### src/pkg/ciau_pkg.sv
// Summary of operation
// RULE1 - A operand is a_source_register, or the zero-extended register field when literal set
// RULE2 - B operand always comes from b_source_register
// RULE3 - Unit bits: 1 adder, 2 compare, 4 logical, 8 reserved, 0 gives all ones
// RULE4 - Several unit bits set give the bitwise AND of selected unit outputs
// RULE5 - Logical unit is per-bit mux of function bits indexed by A,B; bit 4 ignored
// RULE6 - Adder: bit 4 complements A, bit 1 enables trap, bit 0 is carry in
// RULE7 - Enabled overflow raises the overflow trap in the writeback stage
// RULE8 - Compare result: sign bit is relation, all other bits one
// RULE9 - Compare function: top bit one, three sense bits, bottom bit carry in
// RULE10 - Equal signs use sign of B minus A; differing signs use b_sign_bit
// RULE11 - Compare codes 1A,1B,15,14 unsigned and 1E,1F,11,10 signed
// RULE12 - Logical codes 8 AND,1 NOR,E OR,6 XOR,A B,C A,9 EQV and the rest
// RULE13 - Result computed in compute stage and held for the writeback stage
package ciau_pkg;
  localparam int unsigned DATA_W = 32;
  localparam int unsigned REGNUM_W = 6;
  localparam int unsigned UNIT_W = 4;
  localparam int unsigned FUNC_W = 5;
  // Unit field bit positions
  localparam int unsigned UNIT_ADD = 0;
  localparam int unsigned UNIT_CMP = 1;
  localparam int unsigned UNIT_LOG = 2;
  localparam int unsigned UNIT_RSV = 3;
  // Adder function bits
  localparam int unsigned FN_COMP_A = 4;
  localparam int unsigned FN_TRAP = 1;
  localparam int unsigned FN_CIN = 0;
  // Compare sense bits
  localparam int unsigned FN_SENSE_11 = 3;
  localparam int unsigned FN_SENSE_DIFF = 2;
  localparam int unsigned FN_SENSE_00 = 1;
  // Compare codes
  localparam logic [4:0] CMP_LTU = 5'h1A;
  localparam logic [4:0] CMP_LEU = 5'h1B;
  localparam logic [4:0] CMP_GTU = 5'h15;
  localparam logic [4:0] CMP_GEU = 5'h14;
  localparam logic [4:0] CMP_LT = 5'h1E;
  localparam logic [4:0] CMP_LE = 5'h1F;
  localparam logic [4:0] CMP_GT = 5'h11;
  localparam logic [4:0] CMP_GE = 5'h10;
  // Logical codes, low four bits
  localparam logic [3:0] LOG_AND = 4'h8;
  localparam logic [3:0] LOG_NOR = 4'h1;
  localparam logic [3:0] LOG_OR = 4'hE;
  localparam logic [3:0] LOG_XOR = 4'h6;
  localparam logic [3:0] LOG_PASS_B = 4'hA;
  localparam logic [3:0] LOG_PASS_A = 4'hC;
  localparam logic [3:0] LOG_EQV = 4'h9;
  localparam logic [3:0] LOG_NOT_B = 4'h5;
  localparam logic [3:0] LOG_NOT_A = 4'h3;
  localparam logic [3:0] LOG_ZERO = 4'h0;
  localparam logic [3:0] LOG_ONE = 4'hF;
  localparam logic [3:0] LOG_B_ANDN_A = 4'h2;
  localparam logic [3:0] LOG_A_ANDN_B = 4'h4;
  localparam logic [3:0] LOG_NAND = 4'h7;
  // Reset values
  localparam logic [31:0] RESULT_RST = 32'h0000_0000;
  localparam logic [5:0] DEST_RST = 6'h00;
  localparam logic VALID_RST = 1'b0;
  localparam logic TRAP_RST = 1'b0;
endpackage : ciau_pkg

### src/hw/ciau_alu.sv
`timescale 1ns/1ps
module ciau_alu (
  // Clock and reset
  input wire logic clk_i,
  input wire logic reset_i,
  // Compute stage instruction
  input wire logic issue_valid_i,
  input wire logic literal_sel_i,
  input wire logic [5:0] a_field_i,
  input wire logic [5:0] dest_i,
  input wire logic [3:0] unit_i,
  input wire logic [4:0] func_i,
  // Register file operands
  input wire logic [31:0] a_source_register_i,
  input wire logic [31:0] b_source_register_i,
  // Writeback stage results
  output logic writeback_valid_o,
  output logic [5:0] writeback_dest_o,
  output logic [31:0] result_register_o,
  output logic overflow_trap_o
);

  logic [31:0] a_op;
  logic [31:0] b_op;
  logic [31:0] add_res;
  logic add_ovf;
  logic [31:0] cmp_res;
  logic [31:0] log_res;
  logic [31:0] alu_res;
  logic trap_now;

  // Operand select
  always_comb begin
    if (literal_sel_i) begin
      a_op = {26'h000_0000, a_field_i}; // RULE1
    end else begin
      a_op = a_source_register_i; // RULE1
    end
    b_op = b_source_register_i; // RULE2
  end

  // Adder; subtract forms B minus A since the A side is complemented
  always_comb begin
    logic [31:0] a_src;
    a_src = '0;
    if (func_i[ciau_pkg::FN_COMP_A]) begin
      a_src = ~a_op; // RULE6
    end else begin
      a_src = a_op;
    end
    add_res = a_src + b_op + {31'h0000_0000, func_i[ciau_pkg::FN_CIN]}; // RULE6
    add_ovf = (a_src[31] == b_op[31]) && (add_res[31] != b_op[31]);
  end

  // Comparison from the B minus A difference and b_sign_bit
  always_comb begin
    logic [31:0] diff;
    logic b_sign_bit;
    logic rel;
    diff = '0;
    b_sign_bit = b_op[31];
    rel = 1'b0;
    diff = b_op + ~a_op + {31'h0000_0000, func_i[ciau_pkg::FN_CIN]}; // RULE9
    if (a_op[31] != b_op[31]) begin
      rel = b_sign_bit ^ func_i[ciau_pkg::FN_SENSE_DIFF]; // RULE10
    end else if (a_op[31]) begin
      rel = diff[31] ^ func_i[ciau_pkg::FN_SENSE_11]; // RULE10
    end else begin
      rel = diff[31] ^ func_i[ciau_pkg::FN_SENSE_00]; // RULE10
    end
    cmp_res = {rel, 31'h7FFF_FFFF}; // RULE8
  end

  // Logical unit: per-bit four-input mux, function bit 4 unused
  for (genvar i = 0; i < 32; i++) begin : g_log
    assign log_res[i] = func_i[{a_op[i], b_op[i]}]; // RULE5
  end

  // Unit combine; reserved unit bit contributes all ones
  always_comb begin
    alu_res = 32'hFFFF_FFFF; // RULE3
    if (unit_i[ciau_pkg::UNIT_ADD]) begin
      alu_res = alu_res & add_res; // RULE4
    end
    if (unit_i[ciau_pkg::UNIT_CMP]) begin
      alu_res = alu_res & cmp_res; // RULE4
    end
    if (unit_i[ciau_pkg::UNIT_LOG]) begin
      alu_res = alu_res & log_res; // RULE4
    end
    trap_now = issue_valid_i && unit_i[ciau_pkg::UNIT_ADD] && func_i[ciau_pkg::FN_TRAP] && add_ovf; // RULE7
  end

  // Pipeline: compute -> memory stage -> writeback stage
  logic mem_valid_q, mem_valid_d;
  logic [5:0] mem_dest_q, mem_dest_d;
  logic [31:0] mem_res_q, mem_res_d;
  logic mem_trap_q, mem_trap_d;
  logic wb_valid_d;
  logic [5:0] wb_dest_d;
  logic [31:0] wb_res_d;
  logic wb_trap_d;

  // Next values; result held across the memory stage
  always_comb begin
    mem_valid_d = issue_valid_i;
    mem_dest_d = dest_i;
    mem_res_d = alu_res; // RULE13
    mem_trap_d = trap_now;
    wb_valid_d = mem_valid_q;
    wb_dest_d = mem_dest_q;
    wb_res_d = mem_res_q; // RULE13
    wb_trap_d = mem_trap_q; // RULE7
  end

  // Stage registers
  always_ff @(posedge clk_i or posedge reset_i) begin
    if (reset_i) begin
      mem_valid_q <= ciau_pkg::VALID_RST;
      mem_dest_q <= ciau_pkg::DEST_RST;
      mem_res_q <= ciau_pkg::RESULT_RST;
      mem_trap_q <= ciau_pkg::TRAP_RST;
      writeback_valid_o <= ciau_pkg::VALID_RST;
      writeback_dest_o <= ciau_pkg::DEST_RST;
      result_register_o <= ciau_pkg::RESULT_RST;
      overflow_trap_o <= ciau_pkg::TRAP_RST;
    end else begin
      mem_valid_q <= mem_valid_d;
      mem_dest_q <= mem_dest_d;
      mem_res_q <= mem_res_d;
      mem_trap_q <= mem_trap_d;
      writeback_valid_o <= wb_valid_d;
      writeback_dest_o <= wb_dest_d;
      result_register_o <= wb_res_d;
      overflow_trap_o <= wb_trap_d;
    end
  end
endmodule : ciau_alu

### config.mk
export PLATFORM = sky130hd
export DESIGN_NAME = ciau_alu
export DESIGN_NICKNAME = d
export VERILOG_FILES = /design/src/pkg/ciau_pkg.sv /design/src/hw/ciau_alu.sv
export SDC_FILE = /design/constraint.sdc
export NUM_CORES = 1
export LEC_CHECK = 0
export BUFFER_PORTS_ARGS = -buffer_cell sky130_fd_sc_hd__buf_2
export CORE_MARGIN = 4
export CORE_UTILIZATION = 60
export DETAILED_ROUTE_END_ITERATION = 10
export PLACE_DENSITY = 0.95
export SETUP_SLACK_MARGIN = 0.1
export SYNTH_ARGS = -nofsm -noshare
export SYNTH_HDL_FRONTEND = slang
export SYNTH_SLANG_ARGS = --single-unit
### constraint.sdc
create_clock -name clk_i -period 3.6 [get_ports clk_i]
set_input_delay 0.18 -clock clk_i [delete_from_list [all_inputs] [get_ports clk_i]]
set_output_delay 0.18 -clock clk_i [all_outputs]
set_load 0.05 [all_outputs]
==> flow_metrics.tcl, run 1 <==
set metrics [dict create \
    cts_num_sinks 80 \
    highest_layer "met4" \
    asyncSetResetFlopFracSynth_pct 100 \
    min_path_type "in -> async" \
    worst_clock_skew_ns 0.00672 \
    die_h_um 108 \
    placed_cells_incl_taps 832 \
    average_cell_area_after_synthesis_um2 10.5 \
    grt_pass1_vias 5561 \
    endpoint_kind "flop" \
    drt-pass1-iter-count 7 \
    number_of_gates_given_a_new_drive_strength_after_cts 0 \
    period_share_pct 92.1 \
    timing.reg2reg.setup_slack_ns 3.05 \
    p_sw_mw 1.24 \
    reg2reg_from "mem_res_q[0]$_DFF_PP0_" \
    insertedDiodeCount 0 \
    die_area_um2 11800 \
    max-slew-margin-rel_pct 33.0 \
    place_hpwl_um 12200 \
    crit_path_max_fanout 24 \
    pre_cts_ws_ns 0.0170 \
    placed_area_um2 6930 \
    fillerInstances 724 \
    num-nets-final 869 \
    remaining_drc_errors 0 \
    max_freq_ghz 0.302 \
    ant_nets 0 \
    clk_path_buf_depth 2 \
    timing_hold_violations_final 0 \
    syn2layout_area_growth_pct 19.3 \
    power_frac_comb_pct 42.1 \
    cellLeakagePower_nw 3.29 \
    clock-root-buffer "sky130_fd_sc_hd__clkbuf_8" \
    clk_latency_ns 0.37 \
    final_critical_path_time_including_i_o_delays_and_setup_ns 3.32 \
    design_area_um2 7230 \
    reg2regPathDepth 0 \
    outcome "finished, final reports clean" \
    clk_transition_reported_paths_ns 0.09 \
    final-instance-count-excl-fill 855 \
    yosys_register_bits 80 \
    wire_length_after_detailed_routing_um 16700 \
    power_density_nw_per_um2 440 \
    drt-vias-per-instance 6.32 \
    core_um2 9820 \
    die_width_um 108 \
    setup_viol 0 \
    number_of_placed_i_o_pins 129 \
    yosysWarnings 0 \
    groute.usage.overall_pct 29.2 \
    number_of_enable_flip_flop_cells_after_synthesis 0 \
    route.met2.wl_um 8210 \
    hold-worst-slack_ns 0.0154 \
    post_route_cells_drive_above_1_share_pct 29.4 \
    antenna_found_initial 0 \
    cts-htree-levels 3 \
    criticalPathCategory "in -> reg" \
    global_route_wire_length_before_repair_um 26800 \
    maximum_number_of_pins_on_one_net_before_global_route_repair 60 \
    synth_ff_type "sky130_fd_sc_hd__dfrtp_1" \
    power_frac_clock_pct 23.7 \
    route.vias.total 5400 \
    internal_power_mw 1.94 \
    num_rows 36 \
    sw_frac_of_total_pct 38.9 \
    initial_core_util_pct 61.7 \
    worst_ep_arrival_time_ns 3.55 \
    detailedRoute.firstIterationViolations 400 \
    post_synth_inst_count 577 \
    r2r_end "result_register_o[0]$_DFF_PP0_" \
    worst-slew-pin-transition_ns 1.00 \
    globalplace.congestion 0.934 \
    buffer_ports.inserted 127 \
    grt_setup_unrepaired "false" \
    required_time_of_the_critical_path_ns 3.84 \
    setup.worst_path.end "mem_trap_q$_DFF_PP0_" \
    seq_power_share_pct 34.2 \
    cts_inserted_buffers 9 \
    cap_viol_max_count 0 \
    ys_types 57 \
    detailroute.wirelength.met3_um 1620 \
    synth_area_um2 6060 \
    avgRoutedWirePerCell_um 19.5 \
    post-route-worst-setup-slack_ns 0.284 \
    tritoncts "done" \
    cpPeakStageDelay_ns 0.48 \
    routedLengthMet1_um 6320 \
    power.ir.vdd_worst_mv 0.290 \
    setup_total_negative_slack_ns 0 \
    crit_top_cell "sky130_fd_sc_hd__mux2i_1" \
    critical_path.startpoint_type "input pin" \
    cp_slowest_cell "sky130_fd_sc_hd__o41ai_2" \
    critical_path.cell_chain "buf_2, buf_4, mux2i_1, xnor2_1, ha_1, o21ai_0, nor2b_1, a211o_1, a21o_1, a211oi_1, o41ai_2, mux2i_1, nor2_1" \
    slew_violations 0 \
    p_total_mw 3.18 \
    post-route-util_pct 73.6 \
    synth_fp_nets 729 \
    congestion_overflow_gr 0 \
    synth.yosys.seq_area_share_pct 33.0 \
    critical_path_launch_point "literal_sel_i" \
]
## layout by cell type, fill, tap and decap left out, types with 7 or more instances in the layout
cell and n:
sky130_fd_sc_hd__a211oi_1 9, sky130_fd_sc_hd__a21o_1 13, sky130_fd_sc_hd__a21oi_1 50, sky130_fd_sc_hd__a2bb2oi_1 10
sky130_fd_sc_hd__buf_2 127, sky130_fd_sc_hd__buf_4 24, sky130_fd_sc_hd__clkbuf_8 9, sky130_fd_sc_hd__dfrtp_1 80
sky130_fd_sc_hd__dlygate4sd3_1 7, sky130_fd_sc_hd__ha_1 61, sky130_fd_sc_hd__inv_1 14, sky130_fd_sc_hd__mux2i_1 8
sky130_fd_sc_hd__mux4_2 32, sky130_fd_sc_hd__nand2_1 27, sky130_fd_sc_hd__nand2b_1 30, sky130_fd_sc_hd__nand3_1 7
sky130_fd_sc_hd__nor2_1 35, sky130_fd_sc_hd__nor2b_1 8, sky130_fd_sc_hd__o21a_1 7, sky130_fd_sc_hd__o21ai_0 25
sky130_fd_sc_hd__xnor2_1 43, sky130_fd_sc_hd__xor2_1 13
## power groups by stage
stage | sequential (mW) | clock (mW) | combinational, mW
2_1_floorplan | 1.38 | 0 | 0.674
3_3_place_gp | 1.10 | 0 | 1.26
3_5_place_dp | 1.11 | 0 | 1.31
4_1_cts | 1.09 | 0.764 | 1.32
5_1_grt | 1.10 | 0.811 | 1.43
6_report | 1.09 | 0.752 | 1.34
## critical path, delay by kind of cell
kind                       cells  cell delay (ns)
AOI/OAI and AO/OA              5             1.38
muxes                          2             0.77
and+or+nand+nor                2             0.39
buffers and inverters          2             0.38
adders and majority gates      1             0.29
xor gates and xnor gates       1             0.17
## per-layer routing
metal  vias to the layer above  track usage [%]
met2                       330             48.9
met5                         -                0
met1                      2592             37.3
met4                         0             11.5
li1                       2427                -
met3                        51             5.79
## flip-flops by register name, summed over array words and instances, names as in the netlist
signal	flops
mem_trap_q	1
writeback_valid_o	1
mem_dest_q	6
result_register_o	32
mem_res_q	32
writeback_dest_o	6
overflow_trap_o	1
mem_valid_q	1
## kinds of logic after synthesis
| group | share of synthesized area, % |
|---|---|
| and+or+nand+nor | 11.6 |
| muxes | 13.2 |
| buffers and inverters | 2.79 |
| xor gates and xnor gates | 8.10 |
| AOI/OAI and AO/OA | 18.0 |
| adders and majority gates | 13.3 |
| DFF | 33.0 |
## final cells by class
type	count	area, um^2	area share, %
well taps	133	166	2.30
clock buffers	9	124	1.71
inverters	15	57.6	0.796
multi-input cells	453	3890	53.8
flip-flops and latches	80	2000	27.7
repair buffers	158	886	12.3
clock inverters	7	104	1.44
## Yosys cell counts, types with 3 or more instances
cell type | n | area [um^2]
sky130_fd_sc_hd__nand2b_1 | 30 | 188
sky130_fd_sc_hd__clkbuf_1 | 25 | 93.8
sky130_fd_sc_hd__mux4_2 | 32 | 721
sky130_fd_sc_hd__xnor2_1 | 43 | 377
sky130_fd_sc_hd__or3_1 | 3 | 18.8
sky130_fd_sc_hd__nor2b_1 | 8 | 50.1
sky130_fd_sc_hd__a31oi_1 | 4 | 25.0
sky130_fd_sc_hd__a2111oi_0 | 4 | 35.0
sky130_fd_sc_hd__o21a_1 | 7 | 52.6
sky130_fd_sc_hd__and4_1 | 3 | 26.3
sky130_fd_sc_hd__nand4_1 | 4 | 25.0
sky130_fd_sc_hd__o21bai_1 | 6 | 45.0
sky130_fd_sc_hd__or2_2 | 4 | 25.0
sky130_fd_sc_hd__ha_1 | 61 | 763
sky130_fd_sc_hd__a2bb2oi_1 | 10 | 87.6
sky130_fd_sc_hd__dfrtp_1 | 80 | 2000
sky130_fd_sc_hd__a21boi_0 | 3 | 22.5
sky130_fd_sc_hd__nand2_1 | 27 | 101
sky130_fd_sc_hd__a211oi_1 | 9 | 67.6
sky130_fd_sc_hd__a21oi_1 | 50 | 250
sky130_fd_sc_hd__mux2i_1 | 8 | 80.1
sky130_fd_sc_hd__a21o_1 | 13 | 97.6
sky130_fd_sc_hd__o21ai_0 | 25 | 125
sky130_fd_sc_hd__nand3_1 | 7 | 35.0
sky130_fd_sc_hd__o211ai_1 | 5 | 37.5
sky130_fd_sc_hd__nor2_1 | 35 | 131
sky130_fd_sc_hd__xor2_1 | 13 | 114
sky130_fd_sc_hd__nor3_1 | 3 | 15.0
sky130_fd_sc_hd__inv_1 | 15 | 56.3
sky130_fd_sc_hd__buf_1 | 3 | 11.3
## worst min path at each step
| stage | start | end | slack, ns | cells past startpoint |
|---|---|---|---|---|
| after global placement | dest_i[1] | mem_dest_q[1]$_DFF_PP0_ | 0.29 | 1 |
| after CTS | unit_i[1] | mem_res_q[31]$_DFF_PP0_ | 0.01 | 2 |
| after floorplan | dest_i[0] | mem_dest_q[0]$_DFF_PP0_ | 0.21 | 0 |
| after global routing | unit_i[1] | mem_res_q[31]$_DFF_PP0_ | 0.04 | 2 |
| after detailed placement | dest_i[2] | mem_dest_q[2]$_DFF_PP0_ | 0.29 | 1 |
| final | reset_i | result_register_o[3]$_DFF_PP0_ | 0.02 | 2 |
## what timing repair did
action	in CTS	in global routing
setup buffers	0	0
hold endpoints to repair	7	0
hold buffers	7	0
No activity file was read; power rests on OpenSTA's default activity.
==> run 2, diff against run 1 <==
--- a/config.mk
+++ b/config.mk
@@ -6,8 +6,10 @@
 export NUM_CORES = 1
 export LEC_CHECK = 0
 export BUFFER_PORTS_ARGS = -buffer_cell sky130_fd_sc_hd__buf_2
+export CELL_PAD_IN_SITES_DETAIL_PLACEMENT = 0
+export CELL_PAD_IN_SITES_GLOBAL_PLACEMENT = 2
 export CORE_MARGIN = 4
-export CORE_UTILIZATION = 60
+export CORE_UTILIZATION = 38
 export DETAILED_ROUTE_END_ITERATION = 10
 export PLACE_DENSITY = 0.95
 export SETUP_SLACK_MARGIN = 0.1
==> flow_metrics.tcl, run 2 (synthesized netlist as in run 1, its figures left out) <==
set metrics [dict create \
    final_critical_path_time_including_i_o_delays_and_setup_ns 3.17 \
    antenna_found_initial 0 \
    period_share_pct 88.2 \
    endpoint_kind "flop" \
    cap_viol_max_count 0 \
    worst-slew-pin-transition_ns 0.938 \
    max-slew-margin-rel_pct 37.5 \
    detailedRoute.firstIterationViolations 224 \
    fillerInstances 1482 \
    number_of_gates_given_a_new_drive_strength_after_cts 0 \
    core_um2 15400 \
    wire_length_after_detailed_routing_um 16600 \
    avgRoutedWirePerCell_um 17.8 \
    num_rows 45 \
    setup.worst_path.end "mem_res_q[24]$_DFF_PP0_" \
    multi_input_comb_area_um2 3890 \
    highest_layer "met4" \
    max_freq_ghz 0.315 \
    clk_latency_ns 0.34 \
    place_hpwl_um 12300 \
    drt-vias-per-instance 5.42 \
    r2r_end "result_register_o[28]$_DFF_PP0_" \
    die_area_um2 18000 \
    grt_pass1_vias 5307 \
    clock-root-buffer "sky130_fd_sc_hd__clkbuf_16" \
    remaining_drc_errors 0 \
    groute.usage.overall_pct 18.9 \
    placed_area_um2 7010 \
    die_h_um 134 \
    critical_path_launch_point "literal_sel_i" \
    cellLeakagePower_nw 3.30 \
    buffer_ports.inserted 127 \
    power_density_nw_per_um2 441 \
    initial_core_util_pct 39.3 \
    post_cts_buffers 0 \
    cts_inserted_buffers 9 \
    outcome "finished, violations left" \
    drt-pass1-iter-count 4 \
    slew_violations 0 \
    num-nets-final 867 \
    critical_path.startpoint_type "input pin" \
    maximum_number_of_pins_on_one_net_before_global_route_repair 56 \
    criticalPathCategory "in -> reg" \
    globalplace.congestion 0.890 \
    hold_buffers 7 \
    final_common_cell "sky130_fd_sc_hd__buf_2" \
    timing.reg2reg.setup_slack_ns 3.08 \
    worst_clock_skew_ns 0.00558 \
    hold-worst-slack_ns -0.000933 \
    number_of_placed_i_o_pins 129 \
    worst_ep_arrival_time_ns 3.36 \
    failed_checks "negative hold slack" \
    global_route_wire_length_before_repair_um 27200 \
    route.vias.total 5049 \
    routedLengthMet1_um 7500 \
    post-route-util_pct 47.7 \
    die_width_um 134 \
    detailroute.wirelength.met3_um 1090 \
    insertedDiodeCount 0 \
    syn2layout_area_growth_pct 21.4 \
    crit_path_max_fanout 4 \
    design_area_um2 7350 \
    power.ir.vdd_worst_mv 0.228 \
    cts_num_sinks 80 \
    min_path_type "in -> async" \
    cts-htree-levels 3 \
    congestion_overflow_gr 0 \
    reg2reg_from "mem_res_q[28]$_DFF_PP0_" \
    setup_total_negative_slack_ns 0 \
    clk_path_buf_depth 2 \
    post_route_cells_drive_above_1_share_pct 29.0 \
    biggestRegsByFlops "mem_res_q x32, result_register_o x32" \
    required_time_of_the_critical_path_ns 3.79 \
    ff_latch_area_um2 2000 \
    route.met2.wl_um 7600 \
    tritoncts "done" \
    ant_nets 0 \
    clk_transition_reported_paths_ns 0.06 \
    setup_viol 0 \
    reg2regPathDepth 0 \
    grt_setup_unrepaired "false" \
    layout_common_cells "sky130_fd_sc_hd__buf_2, sky130_fd_sc_hd__dfrtp_1, sky130_fd_sc_hd__ha_1" \
    timing_hold_violations_final 1 \
]
-- run 2: per-stage QoR --
stage / cells / power, mW / worst slack, ns / hold WS, ns
after floorplan: 577 / 2.05 / 0.140 / 0.211
after global placement: 908 / 2.39 / 0.0920 / 0.287
after detailed placement: 908 / 2.40 / 0.0725 / 0.289
after global routing: 931 / 3.44 / 0.139 / 0.0646
final: 931 / 3.24 / 0.425 / -0.000933
after CTS: 931 / 3.27 / 0.422 / 0.0300
-- run 2: worst max-delay path, stage by stage --
cell and delay [ns]:
sky130_fd_sc_hd__buf_2 0.12, sky130_fd_sc_hd__mux2i_1 0.26, sky130_fd_sc_hd__xor2_1 0.12, sky130_fd_sc_hd__fa_1 0.39
sky130_fd_sc_hd__inv_1 0.08, sky130_fd_sc_hd__fa_1 0.20, sky130_fd_sc_hd__a211oi_1 0.10, sky130_fd_sc_hd__o21a_1 0.23
sky130_fd_sc_hd__or4_4 0.54, sky130_fd_sc_hd__a31o_4 0.27, sky130_fd_sc_hd__o41ai_4 0.31, sky130_fd_sc_hd__buf_4 0.19
sky130_fd_sc_hd__a41oi_2 0.13, sky130_fd_sc_hd__xor2_1 0.16, sky130_fd_sc_hd__a21oi_1 0.08
-- run 2: cell type report --
cell class                 instances  area share, %
multi-input combinational        453           52.9
sequential                        80           27.2
timing repair buffer             156           11.8
tap                              211           3.59
clock buffer                      10           3.11
inverter                          15          0.783
clock inverter                     6          0.595
-- run 2: worst min path at each step --
stage	cells after the start	startpoint	slack, ns	end
3_5_place_dp	1	dest_i[5]	0.29	mem_dest_q[5]$_DFF_PP0_
3_3_place_gp	1	dest_i[5]	0.29	mem_dest_q[5]$_DFF_PP0_
5_1_grt	2	unit_i[1]	0.06	mem_res_q[31]$_DFF_PP0_
4_1_cts	2	reset_i	0.03	mem_res_q[8]$_DFF_PP0_
2_1_floorplan	0	dest_i[0]	0.21	mem_dest_q[0]$_DFF_PP0_
6_report	2	reset_i	-0.0009	result_register_o[8]$_DFF_PP0_
-- run 2: per-layer routing --
metal / up-vias / track usage (%)
li1: 2423 / -
met4: 0 / 7.47
met1: 2436 / 25.7
met3: 25 / 3.86
met2: 165 / 29.6
met5: - / 0
-- run 2: power breakdown --
| part | total (mW) | leakage [nW] | internal (mW) | switching [mW] |
|---|---|---|---|---|
| clock | 0.845 | 0.133 | 0.469 | 0.376 |
| sequential | 1.09 | 0.916 | 1.05 | 0.0370 |
| combinational | 1.31 | 2.25 | 0.490 | 0.823 |
| total | 3.24 | 3.30 | 2.01 | 1.24 |
==> run 3, diff against run 2 <==
--- a/config.mk
+++ b/config.mk
@@ -5,11 +5,12 @@
 export SDC_FILE = /design/constraint.sdc
 export NUM_CORES = 1
 export LEC_CHECK = 0
+export ABC_AREA = 1
 export BUFFER_PORTS_ARGS = -buffer_cell sky130_fd_sc_hd__buf_2
 export CELL_PAD_IN_SITES_DETAIL_PLACEMENT = 0
 export CELL_PAD_IN_SITES_GLOBAL_PLACEMENT = 2
 export CORE_MARGIN = 4
-export CORE_UTILIZATION = 38
+export CORE_UTILIZATION = 34
 export DETAILED_ROUTE_END_ITERATION = 10
 export PLACE_DENSITY = 0.95
 export SETUP_SLACK_MARGIN = 0.1
==> flow_metrics.tcl, run 3 <==
set metrics [dict create \
    outcome "finished, violations left" \
    failed_checks "negative hold slack" \
    hold-worst-slack_ns -0.0151 \
    synth_ff_type "sky130_fd_sc_hd__dfrtp_1" \
    biggestRegsByFlops "mem_res_q x32, result_register_o x32" \
    num_rows 50 \
    sw_frac_of_total_pct 39.2 \
    synth_most_common_cell "sky130_fd_sc_hd__nand2_1" \
    tritoncts "done" \
    initial_core_util_pct 34.9 \
    groute.usage.overall_pct 18.7 \
    setup_viol 0 \
    die_area_um2 21700 \
    placed_cells_incl_taps 1310 \
    critical_path.startpoint_type "input pin" \
    insertedDiodeCount 0 \
    max-slew-margin-rel_pct 43.0 \
    power.ir.vdd_worst_mv 0.172 \
    number_of_placed_i_o_pins 129 \
    place_hpwl_um 16400 \
    final_critical_path_time_including_i_o_delays_and_setup_ns 2.64 \
    clock-root-buffer "sky130_fd_sc_hd__clkbuf_16" \
    cts_num_sinks 80 \
    min_path_type "in -> async" \
    num-nets-final 1219 \
    drt-pass1-iter-count 5 \
    clk_transition_reported_paths_ns 0.06 \
    number_of_gates_given_a_new_drive_strength_after_cts 0 \
    cp_slowest_cell "sky130_fd_sc_hd__fa_1" \
    power_frac_comb_pct 40.2 \
    clk_path_buf_depth 2 \
    syn2layout_area_growth_pct 19.6 \
    max_freq_ghz 0.379 \
    final-instance-count-excl-fill 1332 \
    power_frac_clock_pct 28.1 \
    seq_power_share_pct 31.6 \
    slew_violations 0 \
    globalplace.congestion 0.882 \
    cellLeakagePower_nw 4.06 \
    average_cell_area_after_synthesis_um2 7.03 \
    power_density_nw_per_um2 428 \
    worst_clock_skew_ns 0.00229 \
    most_common_library_cells_after_synthesis "sky130_fd_sc_hd__nand2_1, sky130_fd_sc_hd__inv_1, sky130_fd_sc_hd__nor2_1" \
    crit_top_cell "sky130_fd_sc_hd__nand2_1" \
    maximum_number_of_pins_on_one_net_before_global_route_repair 53 \
    cell_types_with_the_largest_area_share_after_synthesis "sky130_fd_sc_hd__dfrtp_1, sky130_fd_sc_hd__nand2_1, sky130_fd_sc_hd__ha_1, sky130_fd_sc_hd__a21oi_1, sky130_fd_sc_hd__inv_1" \
    cap_viol_max_count 0 \
    congestion_overflow_gr 0 \
    endpoint_kind "flop" \
    period_share_pct 73.3 \
    antenna_found_initial 0 \
    remaining_drc_errors 0 \
    buffer_ports.inserted 127 \
    synth_area_um2 6600 \
    die_h_um 147 \
    critical_path.cell_chain "buf_2, mux2i_1, buf_4, xor2_1, fa_1, inv_1, fa_1, nand2_1, nand2_1, nand3b_1, nand2_1, a21oi_1, inv_1, nand2_1, nand3_1, nand2_1, nand3_1, nand2_1, inv_1" \
    crit_path_max_fanout 7 \
    cts-htree-levels 3 \
    cpPeakStageDelay_ns 0.38 \
    clk_latency_ns 0.32 \
    grt_setup_unrepaired "false" \
    timing_hold_violations_final 7 \
    synth_top_area_share_pct 30.3 \
    number_of_enable_flip_flop_cells_after_synthesis 0 \
    route.vias.total 6431 \
    cts_inserted_buffers 9 \
    final_common_cell "sky130_fd_sc_hd__nand2_1" \
    wire_length_after_detailed_routing_um 20400 \
    p_sw_mw 1.32 \
    setup_total_negative_slack_ns 0 \
    yosysWarnings 0 \
    ys_types 42 \
    drt-vias-per-instance 4.83 \
    avgRoutedWirePerCell_um 15.3 \
    synth.yosys.seq_area_share_pct 30.3 \
    criticalPathCategory "in -> reg" \
    worst_ep_arrival_time_ns 2.85 \
    required_time_of_the_critical_path_ns 3.82 \
    die_width_um 147 \
    core_um2 18900 \
    worst-slew-pin-transition_ns 0.855 \
    post_route_cells_drive_above_1_share_pct 16.0 \
    detailedRoute.firstIterationViolations 365 \
    asyncSetResetFlopFracSynth_pct 100 \
    post_synth_inst_count 939 \
    synth_top_area_cell "sky130_fd_sc_hd__dfrtp_1" \
    layout_common_cells "sky130_fd_sc_hd__nand2_1, sky130_fd_sc_hd__buf_2, sky130_fd_sc_hd__inv_1" \
    global_route_wire_length_before_repair_um 32700 \
    grt_pass1_vias 6163 \
    internal_power_mw 2.05 \
    post-route-util_pct 41.8 \
    synth_fp_nets 1091 \
    yosys_register_bits 80 \
    ant_nets 0 \
]
[run 3: cell count changes after synthesis, moves of 32 or more]
cell | previous run | this run
sky130_fd_sc_hd__nand2_1 | 27 | 239
sky130_fd_sc_hd__inv_1 | 15 | 109
sky130_fd_sc_hd__nor2_1 | 35 | 96
sky130_fd_sc_hd__xnor2_1 | 43 | 0
sky130_fd_sc_hd__nand3_1 | 7 | 48
sky130_fd_sc_hd__a21oi_1 | 50 | 86
sky130_fd_sc_hd__mux4_2 | 32 | 0
sky130_fd_sc_hd__o21ai_0 | 25 | 57
[run 3: final timing paths]
check / startpoint / end / slack (ns) / depth (start not counted)
min: reset_i / writeback_dest_o[2]$_DFF_PP0_ / -0.02 / 2
min reg2reg: mem_res_q[8]$_DFF_PP0_ / result_register_o[8]$_DFF_PP0_ / 0.35 / 0
max: literal_sel_i / mem_res_q[26]$_DFF_PP0_ / 0.96 / 19
min in group clk_i: issue_valid_i / mem_valid_q$_DFF_PP0_ / 0.05 / 1
max in group asynchronous: reset_i / result_register_o[3]$_DFF_PP0_ / 2.75 / 3
max reg2reg: mem_res_q[29]$_DFF_PP0_ / result_register_o[29]$_DFF_PP0_ / 3.12 / 0
[run 3: cells by family after synthesis]
logic type / count (synthesis) / share of synthesized area (%)
AOI/OAI and AO/OA: 196 / 17.0
xor gates and xnor gates: 42 / 5.57
adders and majority gates: 63 / 12.2
buffers and inverters: 136 / 8.09
DFF: 80 / 30.3
muxes: 6 / 0.910
and+or+nand+nor: 416 / 25.9
[run 3: area by class of cell]
cell class                      instances  area [um^2]
Fill cell                            2106        11000
Multi-Input combinational cell        723         4060
Sequential cell                        80         2000
Timing Repair Buffer                  141          756
Inverter                              112          422
Tap cell                              260          325
Clock buffer                           10          229
Clock inverter                          6         93.8
[run 3: repair_timing]
action | 4_1_cts | 5_1_grt
hold endpoints to repair | 6 | 0
hold buffers | 6 | 0
setup buffers | 0 | 0
endpoints found under the setup margin | 0 | 0
[run 3: power groups by stage]
stage               logic, mW  registers [mW]  clock network (mW)
floorplan               0.699            1.35                   0
global placement         1.34            1.08                   0
detailed placement       1.35            1.09                   0
CTS                      1.36            1.07               0.983
global route             1.51            1.08                1.03
finish                   1.36            1.07               0.950
[run 3: critical path: cells and delay by family]
kind	cells	cell delay, ns
buffers and inverters	5	0.55
AO/OA/AOI/OAI	1	0.36
adder cells (fa/ha/maj)	2	0.57
AND/OR/NAND/NOR	9	0.79
multiplexers	1	0.22
XOR/XNOR	1	0.17
[run 3: metrics by stage]
stage | total power [mW] | hold slack, ns | cell area, um^2 | setup slack, ns
final | 3.38 | -0.0151 | 7890 | 0.962
after global routing | 3.62 | 0.0368 | 7890 | 0.628
after CTS | 3.41 | 0.0199 | 7890 | 0.978
after detailed placement | 2.44 | 0.289 | 7510 | 0.632
after global placement | 2.42 | 0.288 | 7510 | 0.659
after floorplan | 2.04 | 0.211 | 6600 | 1.12
[run 3: per-layer routing]
metal | routed length [um] | GRT usage [%]
met4 | 210 | 3.96
met5 | 0 | 0
met1 | 10500 | 28.8
met3 | 936 | 1.88
met2 | 8760 | 28.5
